$ cat config.mk
export PLATFORM = sky130hd
export DESIGN_NAME = agc_gain_ctrl
export DESIGN_NICKNAME = d
export VERILOG_FILES = /design/src/rtl/agc_pkg.sv /design/src/rtl/agc_gain_ctrl.sv /design/src/rtl/agc_interval.sv /design/src/rtl/agc_target.sv
export SDC_FILE = /design/constraint.sdc
export NUM_CORES = 1
export LEC_CHECK = 0
export BUFFER_PORTS_ARGS = -buffer_cell sky130_fd_sc_hd__buf_2
export CELL_PAD_IN_SITES_DETAIL_PLACEMENT = 0
export CELL_PAD_IN_SITES_GLOBAL_PLACEMENT = 1
export CORE_ASPECT_RATIO = 1.4
export CORE_MARGIN = 2
export CORE_UTILIZATION = 35
export CTS_BUF_LIST = sky130_fd_sc_hd__clkbuf_16
export DETAILED_ROUTE_END_ITERATION = 8
export PLACE_DENSITY = 0.7
export SETUP_SLACK_MARGIN = 0.02
export SKIP_LAST_GASP = 1
export SLEW_MARGIN = 25
export SYNTH_ARGS = -nofsm -noshare
export SYNTH_HDL_FRONTEND = slang
export SYNTH_SLANG_ARGS = --single-unit
$ cat constraint.sdc
create_clock -name pclk -period 10.7 [get_ports pclk]
set_input_delay 2.675 -clock pclk [delete_from_list [all_inputs] [get_ports pclk]]
set_output_delay 2.675 -clock pclk [all_outputs]
set_load 0.005 [all_outputs]
$ cat src/rtl/agc_pkg.sv
// Overview of operation
// - a detected output short puts the output stage into low duty cycle mode
// - low duty mode stays until shutdown pin low or software shutdown bit set
// - a short event sets the fault flag at bit 3 of register 1
// - the fault flag stays set until the host writes to clear it; here shutdown pin low also clears it
// - every automatic gain change moves the gain by exactly one 0.5 dB step
// - a nearly constant envelope leaves the gain unchanged
// - over the limiter with no attack pending: decrease at once, restart timers
// - no gain change while the attack interval is still running; here increments wait only for release or hold
// - attack expired and still above limiter: one step down, restart timers
// - release expired and below desired level: one step up, restart timers
// - attack time is the least spacing between two gain decrements
// - release time is the least spacing between two gain increments
// - hold time delays the first increment after an amplitude decrease
// - envelope below noise gate threshold freezes the gain
// - fixed gain is used with control disabled and as the start gain
// - with compression on, fixed gain spans -28 dB to +30 dB
// - with compression off, fixed gain spans 0 dB to +30 dB
// - limiter level is the largest allowed output; gain drops to keep below
// - maximum gain caps the gain and sets the compression region low end
// - gain change equals input change times one minus one over the ratio
// - compression pivots at 10 dBV input; fixed gain shifts output only
// - after a decrease, hold replaces release for the next increment only; here only when hold is above release
// - shutdown pin low returns all settings to their defaults
`default_nettype none
package agc_pkg;

  // ==========================================================
  // timing
  localparam int CLK_PERIOD_NS = 10;
  localparam int TICK_US       = 10;
  localparam int TICK_CYC      = (TICK_US * 1000) / CLK_PERIOD_NS;

  // ==========================================================
  // register byte offsets
  localparam logic [11:0] OFS_STATUS  = 12'h000;
  localparam logic [11:0] OFS_CTRL    = 12'h004;
  localparam logic [11:0] OFS_ATTACK  = 12'h008;
  localparam logic [11:0] OFS_RELEASE = 12'h00c;
  localparam logic [11:0] OFS_HOLD    = 12'h010;
  localparam logic [11:0] OFS_FIXED   = 12'h014;
  localparam logic [11:0] OFS_LEVEL   = 12'h018;
  localparam logic [11:0] OFS_SHAPE   = 12'h01c;

  // control bit positions
  localparam int CTRL_AGC_EN = 0;
  localparam int CTRL_LIM_EN = 1;
  localparam int CTRL_FAULT  = 3;
  localparam int CTRL_SWS    = 5;
  // status bit positions
  localparam int STAT_LOWDUTY = 8;
  // level register fields
  localparam int LVL_LIMIT_LSB = 0;
  localparam int LVL_GATE_LSB  = 8;
  // shape register fields
  localparam int SHP_MAX_LSB   = 0;
  localparam int SHP_RATIO_LSB = 8;

  // ==========================================================
  // gain limits, compression pivot and deadband in dB and half-dB steps
  localparam logic signed [5:0] FIX_MIN_COMP_DB = -6'sd28;
  localparam logic signed [5:0] FIX_MIN_LIN_DB  = 6'sd0;
  localparam logic signed [5:0] FIX_MAX_DB      = 6'sd30;
  localparam logic signed [7:0] GAIN_MIN_HALF   = -8'sd56;
  localparam logic signed [7:0] PIVOT_HALF      = 8'sd20;
  localparam logic signed [9:0] DEADBAND_HALF   = 10'sd1;

  // ==========================================================
  // reset values
  localparam logic              RST_AGC_EN  = 1'b1;
  localparam logic              RST_LIM_EN  = 1'b1;
  localparam logic [7:0]        RST_ATTACK  = 8'h02;
  localparam logic [7:0]        RST_RELEASE = 8'h64;
  localparam logic [7:0]        RST_HOLD    = 8'h00;
  localparam logic signed [5:0] RST_FIXED   = 6'sd6;
  localparam logic signed [7:0] RST_LIMIT   = 8'sd15;
  localparam logic signed [7:0] RST_GATE    = -8'sd60;
  localparam logic signed [5:0] RST_MAX     = 6'sd30;
  localparam logic [1:0]        RST_RATIO   = 2'h2;

  // step decision of the controller
  typedef enum logic [1:0] {AGC_KEEP, AGC_UP, AGC_DOWN} agc_step_t;

endpackage
`default_nettype wire

$ cat src/rtl/agc_gain_ctrl.sv
// Chosen here: the address map and the APB slave port.
`timescale 1ns/1ps
`default_nettype none
module agc_gain_ctrl (
  input  wire logic                 pclk,
  input  wire logic                 presetn,
  input  wire logic [11:0]          paddr,
  input  wire logic                 psel,
  input  wire logic                 penable,
  input  wire logic                 pwrite,
  input  wire logic [31:0]          pwdata,
  output logic [31:0]               prdata,
  output logic                      pready,
  output logic                      pslverr,
  input  wire logic                 shutdown_n_pin,
  input  wire logic                 short_detect,
  input  wire logic signed [7:0]    envelope,
  output logic signed [7:0]         gain,
  output logic                      low_duty_mode,
  output logic                      fault
);
  import agc_pkg::*;

  // ==========================================================
  // helpers
  function automatic logic signed [7:0] clamp_half(
    input logic signed [9:0] v,
    input logic signed [7:0] lo,
    input logic signed [7:0] hi);
    logic signed [7:0] r;
    r = v[7:0];
    if (v < 10'(lo))
      r = lo;
    else if (v > 10'(hi))
      r = hi;
    return r;
  endfunction

  function automatic logic signed [7:0] db_to_half(input logic signed [5:0] db);
    return {db[5], db, 1'b0};
  endfunction

  // ==========================================================
  // configuration state
  logic                     agc_en;
  logic                     lim_en;
  logic                     software_shutdown_bit;
  logic [7:0]               attack;
  logic [7:0]               release_t;
  logic [7:0]               hold;
  logic signed [5:0]        fixed_db;
  logic signed [7:0]        limit;
  logic signed [7:0]        gate;
  logic signed [5:0]        max_db;
  logic [1:0]               ratio;

  // bus decode
  wire        bus_setup = psel && !penable;
  wire        bus_acc   = psel && penable;
  wire        bus_wr    = bus_acc && pwrite;
  wire        addr_hit  = (paddr[11:5] == 7'h00) && (paddr[1:0] == 2'h0);
  wire        wr_ctrl   = bus_wr && paddr == OFS_CTRL;
  wire        clr_fault = wr_ctrl && pwdata[CTRL_FAULT];
  wire        soft_rst  = !shutdown_n_pin;

  // zero wait states; unmapped addresses fail
  assign pready  = 1'b1;
  assign pslverr = bus_acc && !addr_hit;

  // ==========================================================
  // register writes, shutdown pin restores defaults
  always_ff @(posedge pclk or negedge presetn)
  begin
    if (!presetn)
    begin
      agc_en                <= RST_AGC_EN;
      lim_en                <= RST_LIM_EN;
      software_shutdown_bit <= 1'b0;
      attack                <= RST_ATTACK;
      release_t             <= RST_RELEASE;
      hold                  <= RST_HOLD;
      fixed_db              <= RST_FIXED;
      limit                 <= RST_LIMIT;
      gate                  <= RST_GATE;
      max_db                <= RST_MAX;
      ratio                 <= RST_RATIO;
    end
    else if (soft_rst)
    begin
      agc_en                <= RST_AGC_EN;
      lim_en                <= RST_LIM_EN;
      software_shutdown_bit <= 1'b0;
      attack                <= RST_ATTACK;
      release_t             <= RST_RELEASE;
      hold                  <= RST_HOLD;
      fixed_db              <= RST_FIXED;
      limit                 <= RST_LIMIT;
      gate                  <= RST_GATE;
      max_db                <= RST_MAX;
      ratio                 <= RST_RATIO;
    end
    else if (bus_wr)
    begin
      case (paddr)
        OFS_CTRL:
        begin
          agc_en                <= pwdata[CTRL_AGC_EN];
          lim_en                <= pwdata[CTRL_LIM_EN];
          software_shutdown_bit <= pwdata[CTRL_SWS];
        end
        OFS_ATTACK:  attack    <= pwdata[7:0];
        OFS_RELEASE: release_t <= pwdata[7:0];
        OFS_HOLD:    hold      <= pwdata[7:0];
        OFS_FIXED:   fixed_db  <= pwdata[5:0];
        OFS_LEVEL:
        begin
          limit <= pwdata[LVL_LIMIT_LSB +: 8];
          gate  <= pwdata[LVL_GATE_LSB +: 8];
        end
        OFS_SHAPE:
        begin
          max_db <= pwdata[SHP_MAX_LSB +: 6];
          ratio  <= pwdata[SHP_RATIO_LSB +: 2];
        end
        default: ;
      endcase
    end
  end

  // ==========================================================
  // short handling: fault flag and low duty mode, set wins over host clear and software shutdown bit, shutdown pin low wins over set
  always_ff @(posedge pclk or negedge presetn)
  begin
    if (!presetn)
      fault <= 1'b0;
    else if (soft_rst)
      fault <= 1'b0;
    else if (short_detect)
      fault <= 1'b1;
    else if (clr_fault)
      fault <= 1'b0;
  end

  // low duty mode leaves only through a shutdown
  always_ff @(posedge pclk or negedge presetn)
  begin
    if (!presetn)
      low_duty_mode <= 1'b0;
    else if (soft_rst)
      low_duty_mode <= 1'b0;
    else if (short_detect)
      low_duty_mode <= 1'b1;
    else if (software_shutdown_bit)
      low_duty_mode <= 1'b0;
  end

  // ==========================================================
  // read data, captured in the setup phase
  logic [31:0] rd_mux;
  always_comb
  begin
    rd_mux = 32'h0000_0000;
    case (paddr)
      OFS_STATUS:  rd_mux = {23'h0, low_duty_mode, gain};
      OFS_CTRL:    rd_mux = {26'h0, software_shutdown_bit, 1'b0, fault, 1'b0, lim_en, agc_en};
      OFS_ATTACK:  rd_mux = {24'h0, attack};
      OFS_RELEASE: rd_mux = {24'h0, release_t};
      OFS_HOLD:    rd_mux = {24'h0, hold};
      OFS_FIXED:   rd_mux = {26'h0, fixed_db};
      OFS_LEVEL:   rd_mux = {16'h0, gate, limit};
      OFS_SHAPE:   rd_mux = {22'h0, ratio, 2'h0, max_db};
      default:     rd_mux = 32'h0000_0000;
    endcase
  end

  always_ff @(posedge pclk or negedge presetn)
  begin
    if (!presetn)
      prdata <= 32'h0000_0000;
    else if (bus_setup && !pwrite)
      prdata <= rd_mux;
  end

  // ==========================================================
  // tick divider for the interval counters
  logic [9:0] div_cnt;
  wire        tick = (div_cnt == 10'(TICK_CYC - 1));
  always_ff @(posedge pclk or negedge presetn)
  begin
    if (!presetn)
      div_cnt <= 10'h000;
    else if (tick)
      div_cnt <= 10'h000;
    else
      div_cnt <= div_cnt + 10'h001;
  end

  // ==========================================================
  // effective gain settings
  wire               comp_on   = (ratio != 2'h0);
  wire signed [5:0]  fix_lo    = comp_on ? FIX_MIN_COMP_DB : FIX_MIN_LIN_DB;
  wire signed [7:0]  max_half  = clamp_half(10'(db_to_half(max_db)), GAIN_MIN_HALF,
                                            db_to_half(FIX_MAX_DB));
  wire signed [7:0]  fixed_eff = clamp_half(10'(db_to_half(fixed_db)), db_to_half(fix_lo),
                                            db_to_half(FIX_MAX_DB));
  wire signed [9:0]  target_raw;
  wire signed [9:0]  target    = 10'(clamp_half(target_raw, GAIN_MIN_HALF, max_half));

  agc_target u_target (
    .envelope   (envelope),
    .fixed_half (fixed_eff),
    .ratio      (ratio),
    .target     (target_raw)
  );

  // ==========================================================
  // interval counters: attack, release, hold
  logic [2:0] tmr_done;
  logic [7:0] tmr_load [3];
  wire        gain_step;
  assign tmr_load[0] = attack;
  assign tmr_load[1] = release_t;
  assign tmr_load[2] = hold;

  for (genvar i = 0; i < 3; i++)
  begin : g_tmr
    agc_interval u_tmr (
      .pclk       (pclk),
      .presetn    (presetn),
      .load       (gain_step || soft_rst),
      .load_value (tmr_load[i]),
      .tick       (tick),
      .done       (tmr_done[i])
    );
  end

  // ==========================================================
  // step decision
  wire signed [9:0] gain_w   = 10'(gain);
  wire signed [9:0] out_lvl  = 10'(envelope) + gain_w;
  wire              gated    = envelope < gate;
  wire              agc_run  = shutdown_n_pin && !software_shutdown_bit && agc_en
                               && !gated;
  wire              over_lim = lim_en && out_lvl > 10'(limit);
  wire              room_up  = !lim_en || out_lvl + 10'sd1 <= 10'(limit);
  wire              want_dn  = over_lim || gain_w > target + DEADBAND_HALF;
  wire              want_up  = room_up && gain_w < target - DEADBAND_HALF;
  wire              hold_en  = hold != 8'h00 && hold > release_t;
  logic             after_dn;
  wire              up_ready = (after_dn && hold_en) ? tmr_done[2] : tmr_done[1];
  wire              do_dec   = agc_run && want_dn && tmr_done[0]
                               && gain > GAIN_MIN_HALF;
  wire              do_inc   = agc_run && !want_dn && want_up && up_ready
                               && gain < max_half;
  agc_step_t        step;

  assign step      = do_dec ? AGC_DOWN : (do_inc ? AGC_UP : AGC_KEEP);
  assign gain_step = (step != AGC_KEEP);

  // ==========================================================
  // gain register, one half-dB step at a time under control, fixed gain loaded at once
  logic signed [7:0] next_gain;
  always_comb
  begin
    next_gain = gain;
    if (software_shutdown_bit || !agc_en)
      next_gain = fixed_eff;
    else
      case (step)
        AGC_UP:   next_gain = gain + 8'sd1;
        AGC_DOWN: next_gain = gain - 8'sd1;
        AGC_KEEP: next_gain = gain;
        default:  next_gain = gain;
      endcase
  end

  always_ff @(posedge pclk or negedge presetn)
  begin
    if (!presetn)
      gain <= db_to_half(RST_FIXED);
    else if (soft_rst)
      gain <= db_to_half(RST_FIXED);
    else
      gain <= next_gain;
  end

  // hold applies only to the first increment after a decrease
  always_ff @(posedge pclk or negedge presetn)
  begin
    if (!presetn)
      after_dn <= 1'b0;
    else if (soft_rst || step == AGC_UP)
      after_dn <= 1'b0;
    else if (step == AGC_DOWN)
      after_dn <= 1'b1;
  end
endmodule // agc_gain_ctrl
`default_nettype wire

$ cat src/rtl/agc_interval.sv
`timescale 1ns/1ps
`default_nettype none
module agc_interval (
  input  wire logic       pclk,
  input  wire logic       presetn,
  input  wire logic       load,
  input  wire logic [7:0] load_value,
  input  wire logic       tick,
  output logic            done
);
  import agc_pkg::*;

  logic [7:0] count;

  // ==========================================================
  // countdown in ticks, restarted on every automatic gain step and on shutdown pin low
  always_ff @(posedge pclk or negedge presetn)
  begin
    if (!presetn)
      count <= 8'h00;
    else if (load)
      count <= load_value;
    else if (tick && count != 8'h00)
      count <= count - 8'h01;
  end

  assign done = (count == 8'h00);

endmodule // agc_interval
`default_nettype wire

$ cat src/rtl/agc_target.sv
`timescale 1ns/1ps
`default_nettype none
module agc_target (
  input  wire logic signed [7:0] envelope,
  input  wire logic signed [7:0] fixed_half,
  input  wire logic [1:0]        ratio,
  output logic signed [9:0]      target
);
  import agc_pkg::*;

  logic signed [9:0] deviation;
  logic signed [9:0] kept;
  logic signed [9:0] boost;

  // ==========================================================
  // gain follows (1 - 1/2^ratio) of input distance from pivot, none for ratio 0
  assign deviation = 10'(PIVOT_HALF) - 10'(envelope);
  assign kept      = deviation >>> ratio;
  assign boost     = (ratio == 2'h0) ? 10'sd0 : deviation - kept;
  assign target    = 10'(fixed_half) + boost;

endmodule // agc_target
`default_nettype wire

After elaboration in Yosys (flattened, before gate mapping)
Cells that the tools add are included.

word-level totals
  register bits = 134
  bits of input ports = 59
  output and inout port bits = 44
  word-level logic and storage cells = 195

cells by class
  $add $sub $neg = 13
  $lt $le $gt $ge = 14
  equality and inequality tests = 21
  shift-type cells = 1
  multiplexer cells = 63
  reductions and logical operators = 63

operators with widths
  cell                                              count
  2-to-1 mux 8 bit                                  29
  one-hot mux 16 bit (8 select lines)               1
  == test 12 x 5 -> 1 bit, second input constant    4
  2-to-1 mux 6 bit                                  7
  nonzero test 8 bit                                4
  logical AND 1 bit                                 25
  == test 12 x 4 -> 1 bit, second input constant    2
  zero test 8 bit                                   3
  subtractor 8 x 1 -> 8 bit, second input constant  3
  2-to-1 mux 10 bit                                 2
  2-to-1 mux 1 bit                                  19
  less-than comparator 8 bit                        2
  != test 2 x 1 -> 1 bit, second input constant     8
  one-hot mux 8 bit (2 select lines)                1
  > comparator 7 bit, second input constant         2
  AND reduction 2 bit                               7
  == test 12 x 3 -> 1 bit, second input constant    1
  zero test 12 bit                                  1
  nonzero test 2 bit                                6
  adder 10 x 1 -> 10 bit, second input constant     1
  adder 8 x 10 -> 10 bit                            1
  adder 9 x 2 -> 10 bit, second input constant      1
  == test 10 bit, second input constant             1
  > comparator 10 x 8 -> 1 bit                      1
  other kinds (26)                                  43

Logic depth before layout (Yosys ltp)
Gate-level depths: netlist (run 1).

  word-level depth = 22
  mapped depth = 52
  depth with buffers taken out = 51

Hierarchy
Synthesis (run 1) repeated with hierarchy kept, for this count alone.

second synthesis, totals
  cells, all modules = 1,165
  area total of the unflattened synthesis = 10,139.7 um^2

by module, submodules not included
  module         instances  cells each  area each (um^2)
  agc_gain_ctrl  1          829         7,355.8
  agc_interval   3          58          528.0
  agc_target     1          162         1,199.9

Worst setup path before layout (run 1)
No wires, ideal clock.

  path type = input to register
  start = in envelope[0]
  end = reg gain[7]
  library setup time = 0.094 ns
  data arrival time = 11.019 ns
  data required time = 10.606 ns
  setup slack = -0.413 ns
  cell stages on the path = 51
  buffers on the path = 2
  cells stage by stage = inv_1 -> ha_1 -> nor2b_1 -> o21ai_0 -> nor2b_1 -> xnor2_1 -> nand2_1 -> o21ai_0 -> mux2i_1 -> ha_1 -> a21o_1 -> a21oi_1 -> nand2_1 -> xnor2_1 -> nor2_1 -> ha_1 -> and3_1 -> a221oi_2 -> [... 15 more ...] -> ha_1 -> o21a_1 -> o211ai_1 -> a21o_1 -> a21oi_1 -> nor3_1 -> and3b_1 -> clkbuf_1 -> ha_1 -> a21o_1 -> a21oi_1 -> o21bai_1 -> a21oi_1 -> o21bai_1 -> a21oi_1 -> xor2_1 -> a21o_1 -> a211oi_1

between the ends
  word-level cells in the longest chain between the ends = 22
  elaborated cells between the ends (all ways) = 40
  those cells by class = 7 x add/sub; 7 x order compare; 3 x eq/ne; 1 x shift; 8 x mux; 14 x reduce/logical

ends and longest elaborated chain
  what                                                     line                  RTL
  from (decl)                                              agc_gain_ctrl.sv:17   input wire logic signed [7:0] envelope,
  subtractor 6 x 8 -> 9 bit                                agc_target.sv:17      assign deviation = 10'(PIVOT_HALF) - 10'(envelope);
  >>> shifter 10 x 2 -> 10 bit                             agc_target.sv:18      assign kept = deviation >>> ratio;
  subtractor 10 bit                                        agc_target.sv:19      assign boost = (ratio == 2'h0) ? 10'sd0 : deviation - kept;
  2-to-1 mux 10 bit                                        agc_target.sv:19
  adder 8 x 10 -> 10 bit                                   agc_target.sv:20      assign target = 10'(fixed_half) + boost;
  > comparator 10 x 8 -> 1 bit                             agc_gain_ctrl.sv:34   else if (v > 10'(hi))
  2-to-1 mux 8 bit                                         agc_gain_ctrl.sv:34
  2-to-1 mux 8 bit                                         agc_gain_ctrl.sv:32   if (v < 10'(lo))
  [... 4 more ...]                                         n/a
  logical AND 1 bit (3 in a row)                           agc_gain_ctrl.sv:253  wire do_inc = agc_run && !want_dn && want_up && up_ready
  logical AND 1 bit                                        agc_gain_ctrl.sv:254  && gain < max_half;
  2-to-1 mux 1 bit                                         agc_gain_ctrl.sv:257  assign step = do_dec ? AGC_DOWN : (do_inc ? AGC_UP : AGC_KEEP);
  2-to-1 mux 2 bit *                                       agc_gain_ctrl.sv:257
  == test 2 bit or == test 2 x 1 -> 1 bit (tied branches)  agc_gain_ctrl.sv:269  case (step)
  one-hot mux 8 bit (2 select lines)                       agc_gain_ctrl.sv:269
  2-to-1 mux 8 bit                                         agc_gain_ctrl.sv:266  if (software_shutdown_bit || !agc_en)
  2-to-1 mux 8 bit                                         agc_gain_ctrl.sv:281  else if (soft_rst)
  to (signal assigned)                                     agc_gain_ctrl.sv:280  gain <= db_to_half(RST_FIXED);
  to (signal assigned)                                     agc_gain_ctrl.sv:282  gain <= db_to_half(RST_FIXED);
  to (signal assigned)                                     agc_gain_ctrl.sv:284  gain <= next_gain;
  to (decl)                                                agc_gain_ctrl.sv:18   output logic signed [7:0] gain,

Every way passes the cells marked *; elsewhere a longest branch is shown, timed or not.
A chain may end at the register's enable or synchronous reset.

Worst setup path after layout (run 1)
  start = in envelope[0]
  end = reg gain[6]

Same word-level chain as after synthesis.

==> run_results.csv, run 1 <==
group,metric,value,unit
outcome,status,"finished, final reports clean",
floorplan,core.rowCount,73,
clock_tree,cts_made_buffers,17,
place,postPlaceCellArea,11700,um2
clock_tree,clockBufferDepth,2,
clock_tree,cts_tree,"yes",
clock_tree,cts.clk_slew.worst_paths,50,ps
floorplan,fp.dieH,205,um
cells_and_area,drive_gt1_frac,0.272,
route,wirelength,31100,um
synthesis,ys_types,83,
sta,min_period,10400,ps
clock_tree,cts_hold_buf,0,
critical_path,cp-start-kind,"input port",
synthesis,async_reset_ff_frac,1.00,
critical_path,rrSetupSlack,2060,ps
clock_tree,cts_sinks,118,
sta,slew_headroom,0.315,
sta,worst_pin_slew,1020,ps
synthesis,ys_top_cells_by_count,"nand2_1, ha_1, dfrtp_1, nor2_1, nand3_1",
sta,skew,9.10,ps
synthesis,muxShareOfSynthArea,0.0463,
route,antenna_left,0,
global_routing,grt_max_degree,73,
power_and_ir_drop,ir_worst_vdd,0.000114,V
clock_tree,cts_root_buf,"clkbuf_16",
synthesis,synth_edf_count,0,
critical_path,crit_family,"compound AO/OA/AOI/OAI gates",
synthesis,syn_inst,1149,
synthesis,yosysMostFrequentCell,"nand2_1",
critical_path,path_max_fanout,5,
synthesis,synth_top_family_by_area,"simple AND/OR/NAND/NOR gates",
synthesis,ys_seq_area_frac,0.296,
synthesis,syn_area,10100,um2
cells_and_area,nets,1505,
global_routing,grt_usage,0.207,
cells_and_area,post-route-util,0.451,
sta,period_share,0.972,
power_and_ir_drop,cellPowerDensity,167,nW/um2
cells_and_area,fin_area,12800,um2
global_routing,grt_pass1_vias,9476,
synthesis,yosysWarnings,0,
sta,rsz0062_at_grt,"yes",
place,hpwl,24000,um
sta,finalHoldViolations,0,
cells_and_area,antenna_cells,0,
synthesis,yosysTopAreaCellShare,0.238,
run,drv_cap,0,
synthesis,synth.avg_cell_area,8.77,um2
synthesis,yosys_most_used_dff,"dfrtp_1",
critical_path,cp_common_cell,"buf_4",
global_routing,grt_pass1_wl,49200,um
synthesis,yosysTopAreaCell,"dfrtp_1",
floorplan,die_w,147,um
global_routing,antenna_found_initial,0,
critical_path,timing.critical_path.buf_inv,10,
place,place_congestion,0.871,
synthesis,ys_top_cells_by_area,"dfrtp_1, ha_1, dfstp_2",
synthesis,synth-compound-area-share,0.195,
hold_path,hp-class,"reg2reg",
global_routing,grt-ovfl-total,0,
route,wire_per_inst,18.0,um
critical_path,rr_worst_depth,40,
synthesis,ys_ff_latch,118,
clock_tree,htree_levels,4,
place,dp_slack,-606,ps
critical_path,cp.depth,51,
route,drc_errors,0,
critical_path,crit_end,"gain[6]",
route,routed_via_density,5.40,
sta,holdWs,471,ps
clock_tree,insertion_delay,420,ps
sta,max_freq,96.1,MHz
synthesis,yosys.area_share.simple,0.196,
route,vias,9314,
critical_path,worstReg2RegEnd,"gain[6]",
critical_path,path_class,"in2reg",
critical_path,slowest_delay,350,ps
sta,setup_viol,0,
sta,worst_slack,297,ps
synthesis,synth_xor_area_frac,0.0713,
route,firstDrtPassIters,5,
synthesis,synthAdderAreaFrac,0.141,
critical_path,crit_arrival,10720,ps
floorplan,core,28400,um2
floorplan,io_pins,103,
critical_path,crit_path_end_kind,"flop",
power_and_ir_drop,p_leak,5.93,nW
floorplan,start_util,0.355,
critical_path,startpoint,"envelope[0]",
critical_path,r2r-start,"ratio[0]",
floorplan,die-area,30200,um2
sta,slew_viol_final,0,
cells_and_area,synthToLayoutAreaGrowth,27.2,%
critical_path,critPathSlowestCell,"or3_1",
critical_path,required,11020,ps
route,drt_iter0_markers,388,
place,portBuffers,69,
## flip-flops by register name, summed over array words and instances, names as in the netlist, 6 cells and up
| signal | flops |
|---|---|
| g_tmr.u_tmr.count | 24 |
| prdata | 16 |
| div_cnt | 10 |
| attack | 8 |
| gain | 8 |
| gate | 8 |
| hold | 8 |
| limit | 8 |
| release_t | 8 |
| fixed_db | 6 |
| max_db | 6 |
## power by group
part | internal, mW | switching (mW)
Clock | 0.410 | 0.207
Sequential | 0.448 | 0.000955
Combinational | 0.559 | 0.519
## layout make-up
cell class                      count  area (um2)
Multi-Input combinational cell    926        7000
Clock inverter                     15         211
Timing Repair Buffer              210        1480
Fill cell                        2845       15600
Tap cell                          375         469
Sequential cell                   118        2980
Inverter                           63         241
Clock buffer                       17         425
## cells in the final DEF (no fill, tap or decap), drive strengths merged, types with 12 or more instances in the layout
cell type / instances
mux2: 18
o21ai: 37
a21boi: 37
a21oi: 52
nor2b: 25
or3: 12
dfstp: 22
a21o: 29
nand2: 117
xor2: 27
nor3: 23
dfrtp: 96
conb: 17
o21a: 16
xnor2: 48
nor2: 70
nand4: 19
mux2i: 26
nand3: 65
inv: 64
clkbuf: 17
o211ai: 14
nand2b: 15
ha: 106
buf: 210
a22oi: 18
## per-stage QoR
stage	cells	power, mW	TNS (ps)
final	1724	2.14	0
after floorplan	1164	1.03	0
after CTS	1716	2.08	0
after global routing	1724	2.28	-605
after global placement	1675	1.41	-6070
after detailed placement	1675	1.43	-5270
## worst min-delay path by stage
stage	startpoint	endpoint	slack (ps)	depth (start not counted)
6_report	prdata[14]	prdata[14]	470	2
4_1_cts	prdata[14]	prdata[14]	470	2
3_5_place_dp	prdata[14]	prdata[14]	460	2
2_1_floorplan	attack[1]	attack[1]	470	2
5_1_grt	prdata[14]	prdata[14]	490	2
3_3_place_gp	prdata[14]	prdata[14]	460	2
## worst reg2reg max path, delay by kind of cell, from the launching register on
kind            cells  cell delay (ps)
compound gates     14             2530
fa+ha+maj           6             1770
xor+xnor            1              130
buf+inv             6              750
flops               1              770
simple gates       13             2580
## metal layers
layer | track usage | share of wire | up-vias | routed length [um]
li1 | - | - | 4501 | -
met3 | 0.0265 | 0.030 | 66 | 939
met4 | 0.0879 | 0.037 | 0 | 1150
met5 | 0 | 0 | - | 0
met1 | 0.216 | 0.38 | 4559 | 11800
met2 | 0.409 | 0.55 | 188 | 17200
## logic make-up (layout without fill, tap and decap cells)
| kind of cell | Yosys count | in the layout |
|---|---|---|
| compound gates | 282 | 282 |
| xor+xnor | 77 | 77 |
| fa+ha+maj | 111 | 111 |
| buf+inv | 120 | 305 |
| flops | 118 | 118 |
| mux | 44 | 44 |
| other cells | 2 | 17 |
| simple gates | 395 | 395 |
## what timing repair did
action / in CTS / in global routing
pin swaps: 21 / 69
setup buffers: 9 / 10
cloned: 0 / 0
endpoints found under the setup margin: 4 / 31
gates resized for setup: 14 / 79
Note: power is estimated with default switching activity, not from simulation.
==> run 2, diff against run 1 <==
ABC_AREA = 1   (was default)
PLACE_DENSITY = 0.72   (was 0.7)
REMOVE_ABC_BUFFERS = 1   (was default)
==> run 2 against run 1 <==
  * Clock skew increased by 0.62 ps
  * Highest routed layer unchanged
  * Cell area shrank 3.2%
  * Critical path depth is 12 higher
  * Global-route usage is 0.31 points higher
  * Sequential power is 18% higher
  * Combinational power up 19%
  * Final cell count up 18%
  * Die area increased by 5.4%
  * Sequential cell count did not move
  * Non-clock buffer count shrank 95
==> run_results.csv, run 2 <==
group,metric,value,unit
outcome,status,"finished, final reports clean",
floorplan,core.rowCount,75,
place,hpwl,25200,um
place,portBuffers,69,
critical_path,r2r-start,"ratio[0]",
global_routing,grt_pass1_wl,51700,um
sta,rsz0062_at_grt,"no",
cells_and_area,nets,1811,
synthesis,yosysMostFrequentCell,"nand2_1",
cells_and_area,post-route-util,0.414,
place,place_congestion,0.878,
sta,slew_headroom,0.361,
cells_and_area,fin_area,12400,um2
power_and_ir_drop,p_leak,6.58,nW
clock_tree,cts.clk_slew.worst_paths,50,ps
sta,worst_pin_slew,957,ps
global_routing,antenna_found_initial,0,
cells_and_area,antenna_cells,0,
cells_and_area,multi_input_area,6660,um2
floorplan,fp.dieH,210,um
place,dp_cells,2002,
power_and_ir_drop,ir_worst_vdd,0.0000922,V
clock_tree,cts_tree,"yes",
synthesis,syn_inst,1538,
critical_path,cp-start-kind,"input port",
sta,tns,0,ps
critical_path,path_class,"in2reg",
route,antenna_left,0,
synthesis,ys_top_cells_by_count,"nand2_1, inv_1, o21ai_0, nor2_1, ha_1",
hold_path,hold_start,"g_tmr[0].u_tmr.count[7]",
cells_and_area,final_cell_mix,"nand2_1, inv_1, o21ai_0, nor2_1, ha_1",
floorplan,core,29900,um2
cells_and_area,n_fill_cell,3173,
cells_and_area,layout_commonest_cell,"nand2_1",
route,vias,10100,
route,drt_iter0_markers,442,
place,postPlaceCellArea,11500,um2
power_and_ir_drop,cellPowerDensity,198,nW/um2
cells_and_area,fin_cells,2040,
critical_path,timing.critical_path.buf_inv,11,
route,wire_per_inst,15.9,um
synthesis,ys_ff_latch,118,
critical_path,crit_family,"simple AND/OR/NAND/NOR gates",
floorplan,die-area,31800,um2
synthesis,syn_area,10600,um2
synthesis,yosysWarnings,0,
route,routed_via_density,4.97,
global_routing,grt_usage,0.210,
global_routing,grt_pass1_vias,9911,
hold_path,hp-class,"reg2reg",
floorplan,start_util,0.355,
route,wirelength,32400,um
floorplan,io_pins,103,
critical_path,critPathSlowestCell,"ha_1",
global_routing,grt-ovfl-total,0,
synthesis,ys_top_cells_by_area,"dfrtp_1, nand2_1, ha_1",
synthesis,synth.avg_cell_area,6.92,um2
sta,holdWs,475,ps
cells_and_area,synthToLayoutAreaGrowth,16.6,%
synthesis,ys_seq_area_frac,0.280,
synthesis,async_reset_ff_frac,1.00,
global_routing,grt_max_degree,73,
clock_tree,insertion_delay,440,ps
sta,slew_viol_final,0,
clock_tree,cts_sinks,118,
cells_and_area,regMostFlops,"g_tmr.u_tmr.count",
synthesis,yosysTopAreaCell,"dfrtp_1",
sta,skew,9.72,ps
cells_and_area,drive_gt1_frac,0.156,
cells_and_area,seqCellArea,2980,um2
cells_and_area,top_regs,"g_tmr.u_tmr.count: 24 flops, prdata: 16 flops, div_cnt: 10 flops",
sta,setup_viol,0,
critical_path,crit_arrival,10220,ps
clock_tree,cts_root_buf,"clkbuf_16",
sta,period_share,0.925,
synthesis,synth_edf_count,0,
critical_path,startpoint,"envelope[0]",
route,drc_errors,0,
critical_path,slowest_delay,350,ps
sta,min_period,9900,ps
synthesis,ys_types,57,
critical_path,crit_path_end_kind,"flop",
clock_tree,cts_made_buffers,17,
critical_path,required,11020,ps
route,firstDrtPassIters,6,
synthesis,yosys_most_used_dff,"dfrtp_1",
clock_tree,clockBufferDepth,2,
sta,finalHoldViolations,0,
synthesis,yosysTopAreaCellShare,0.226,
cells_and_area,largest_register_ffs,24,
critical_path,path_max_fanout,6,
sta,max_freq,101,MHz
critical_path,cp_common_cell,"nand2_1",
floorplan,die_w,151,um
clock_tree,cts_hold_buf,0,
clock_tree,htree_levels,4,
run,drv_cap,0,
-- run 2: cell types whose count changed in the layout (fill, tap and decap cells not counted), sizes merged, moves of 27 or more --
cell    delta
a21boi    -35
inv      +187
o21ai     +84
xnor2     -37
nor2      +48
nand2    +303
buf       -95
a21o      -27
-- run 2: worst paths after layout --
path | slack (ps) | cells past startpoint | to
setup / recovery | 800 | 63 | gain[7]
hold / removal | 480 | 2 | g_tmr[0].u_tmr.count[7]
setup reg to reg | 2720 | 60 | gain[7]
hold reg to reg | 480 | 2 | g_tmr[0].u_tmr.count[7]
max in group asynchronous | 7330 | 2 | g_tmr[0].u_tmr.count[7]
min in group asynchronous | 2270 | 1 | g_tmr[1].u_tmr.count[2]
-- run 2: kinds of logic after synthesis --
family,Yosys count,share of synthesized area
fa+ha+maj,110,0.132
xor+xnor,36,0.0303
compound gates,256,0.135
flops,118,0.280
simple gates,721,0.307
other cells,2,0.000706
buf+inv,295,0.115
-- run 2: routing by layer --
metal	global-route usage	part of all wire	wire, um	up-vias
met3	0.0275	0.029	938	43
met4	0.0574	0.019	619	0
met1	0.242	0.41	13400	4757
met5	0	0	0	-
li1	-	-	-	5201
met2	0.399	0.54	17500	139
-- run 2: worst reg2reg max path: cells and delay by family, from the launching register on --
kind | cells | cell delay, ps
buffers and inverters | 11 | 1250
DFF | 1 | 510
xor gates and xnor gates | 2 | 410
AOI/OAI and AO/OA | 12 | 1580
and+or+nand+nor | 29 | 2420
adders and majority gates | 6 | 1700
-- run 2: timing repair --
action                     in CTS  in global routing
buffers inserted                0                  6
setup endpoints to repair       0                  6
resized for setup               0                 44
-- run 2: final cells by class --
type,instances,share of cell area
Inverter,250,0.0759
Multi-Input combinational cell,1140,0.537
Tap cell,385,0.0388
Clock inverter,15,0.0175
Clock buffer,17,0.0343
Sequential cell,118,0.240
Timing Repair Buffer,115,0.0562
-- run 2: where the power goes --
group	internal (mW)	switching [mW]
combinational	0.484	0.792
sequential	0.487	0.0407
clock	0.429	0.218
total	1.40	1.05
-- run 2: stage by stage --
step                      worst slack (ps)  total power, mW
after floorplan                        923             1.42
after global placement                 152             1.77
after detailed placement              98.1             1.79
after CTS                              482             2.44
after global routing                  31.1             2.68
final                                  800             2.45
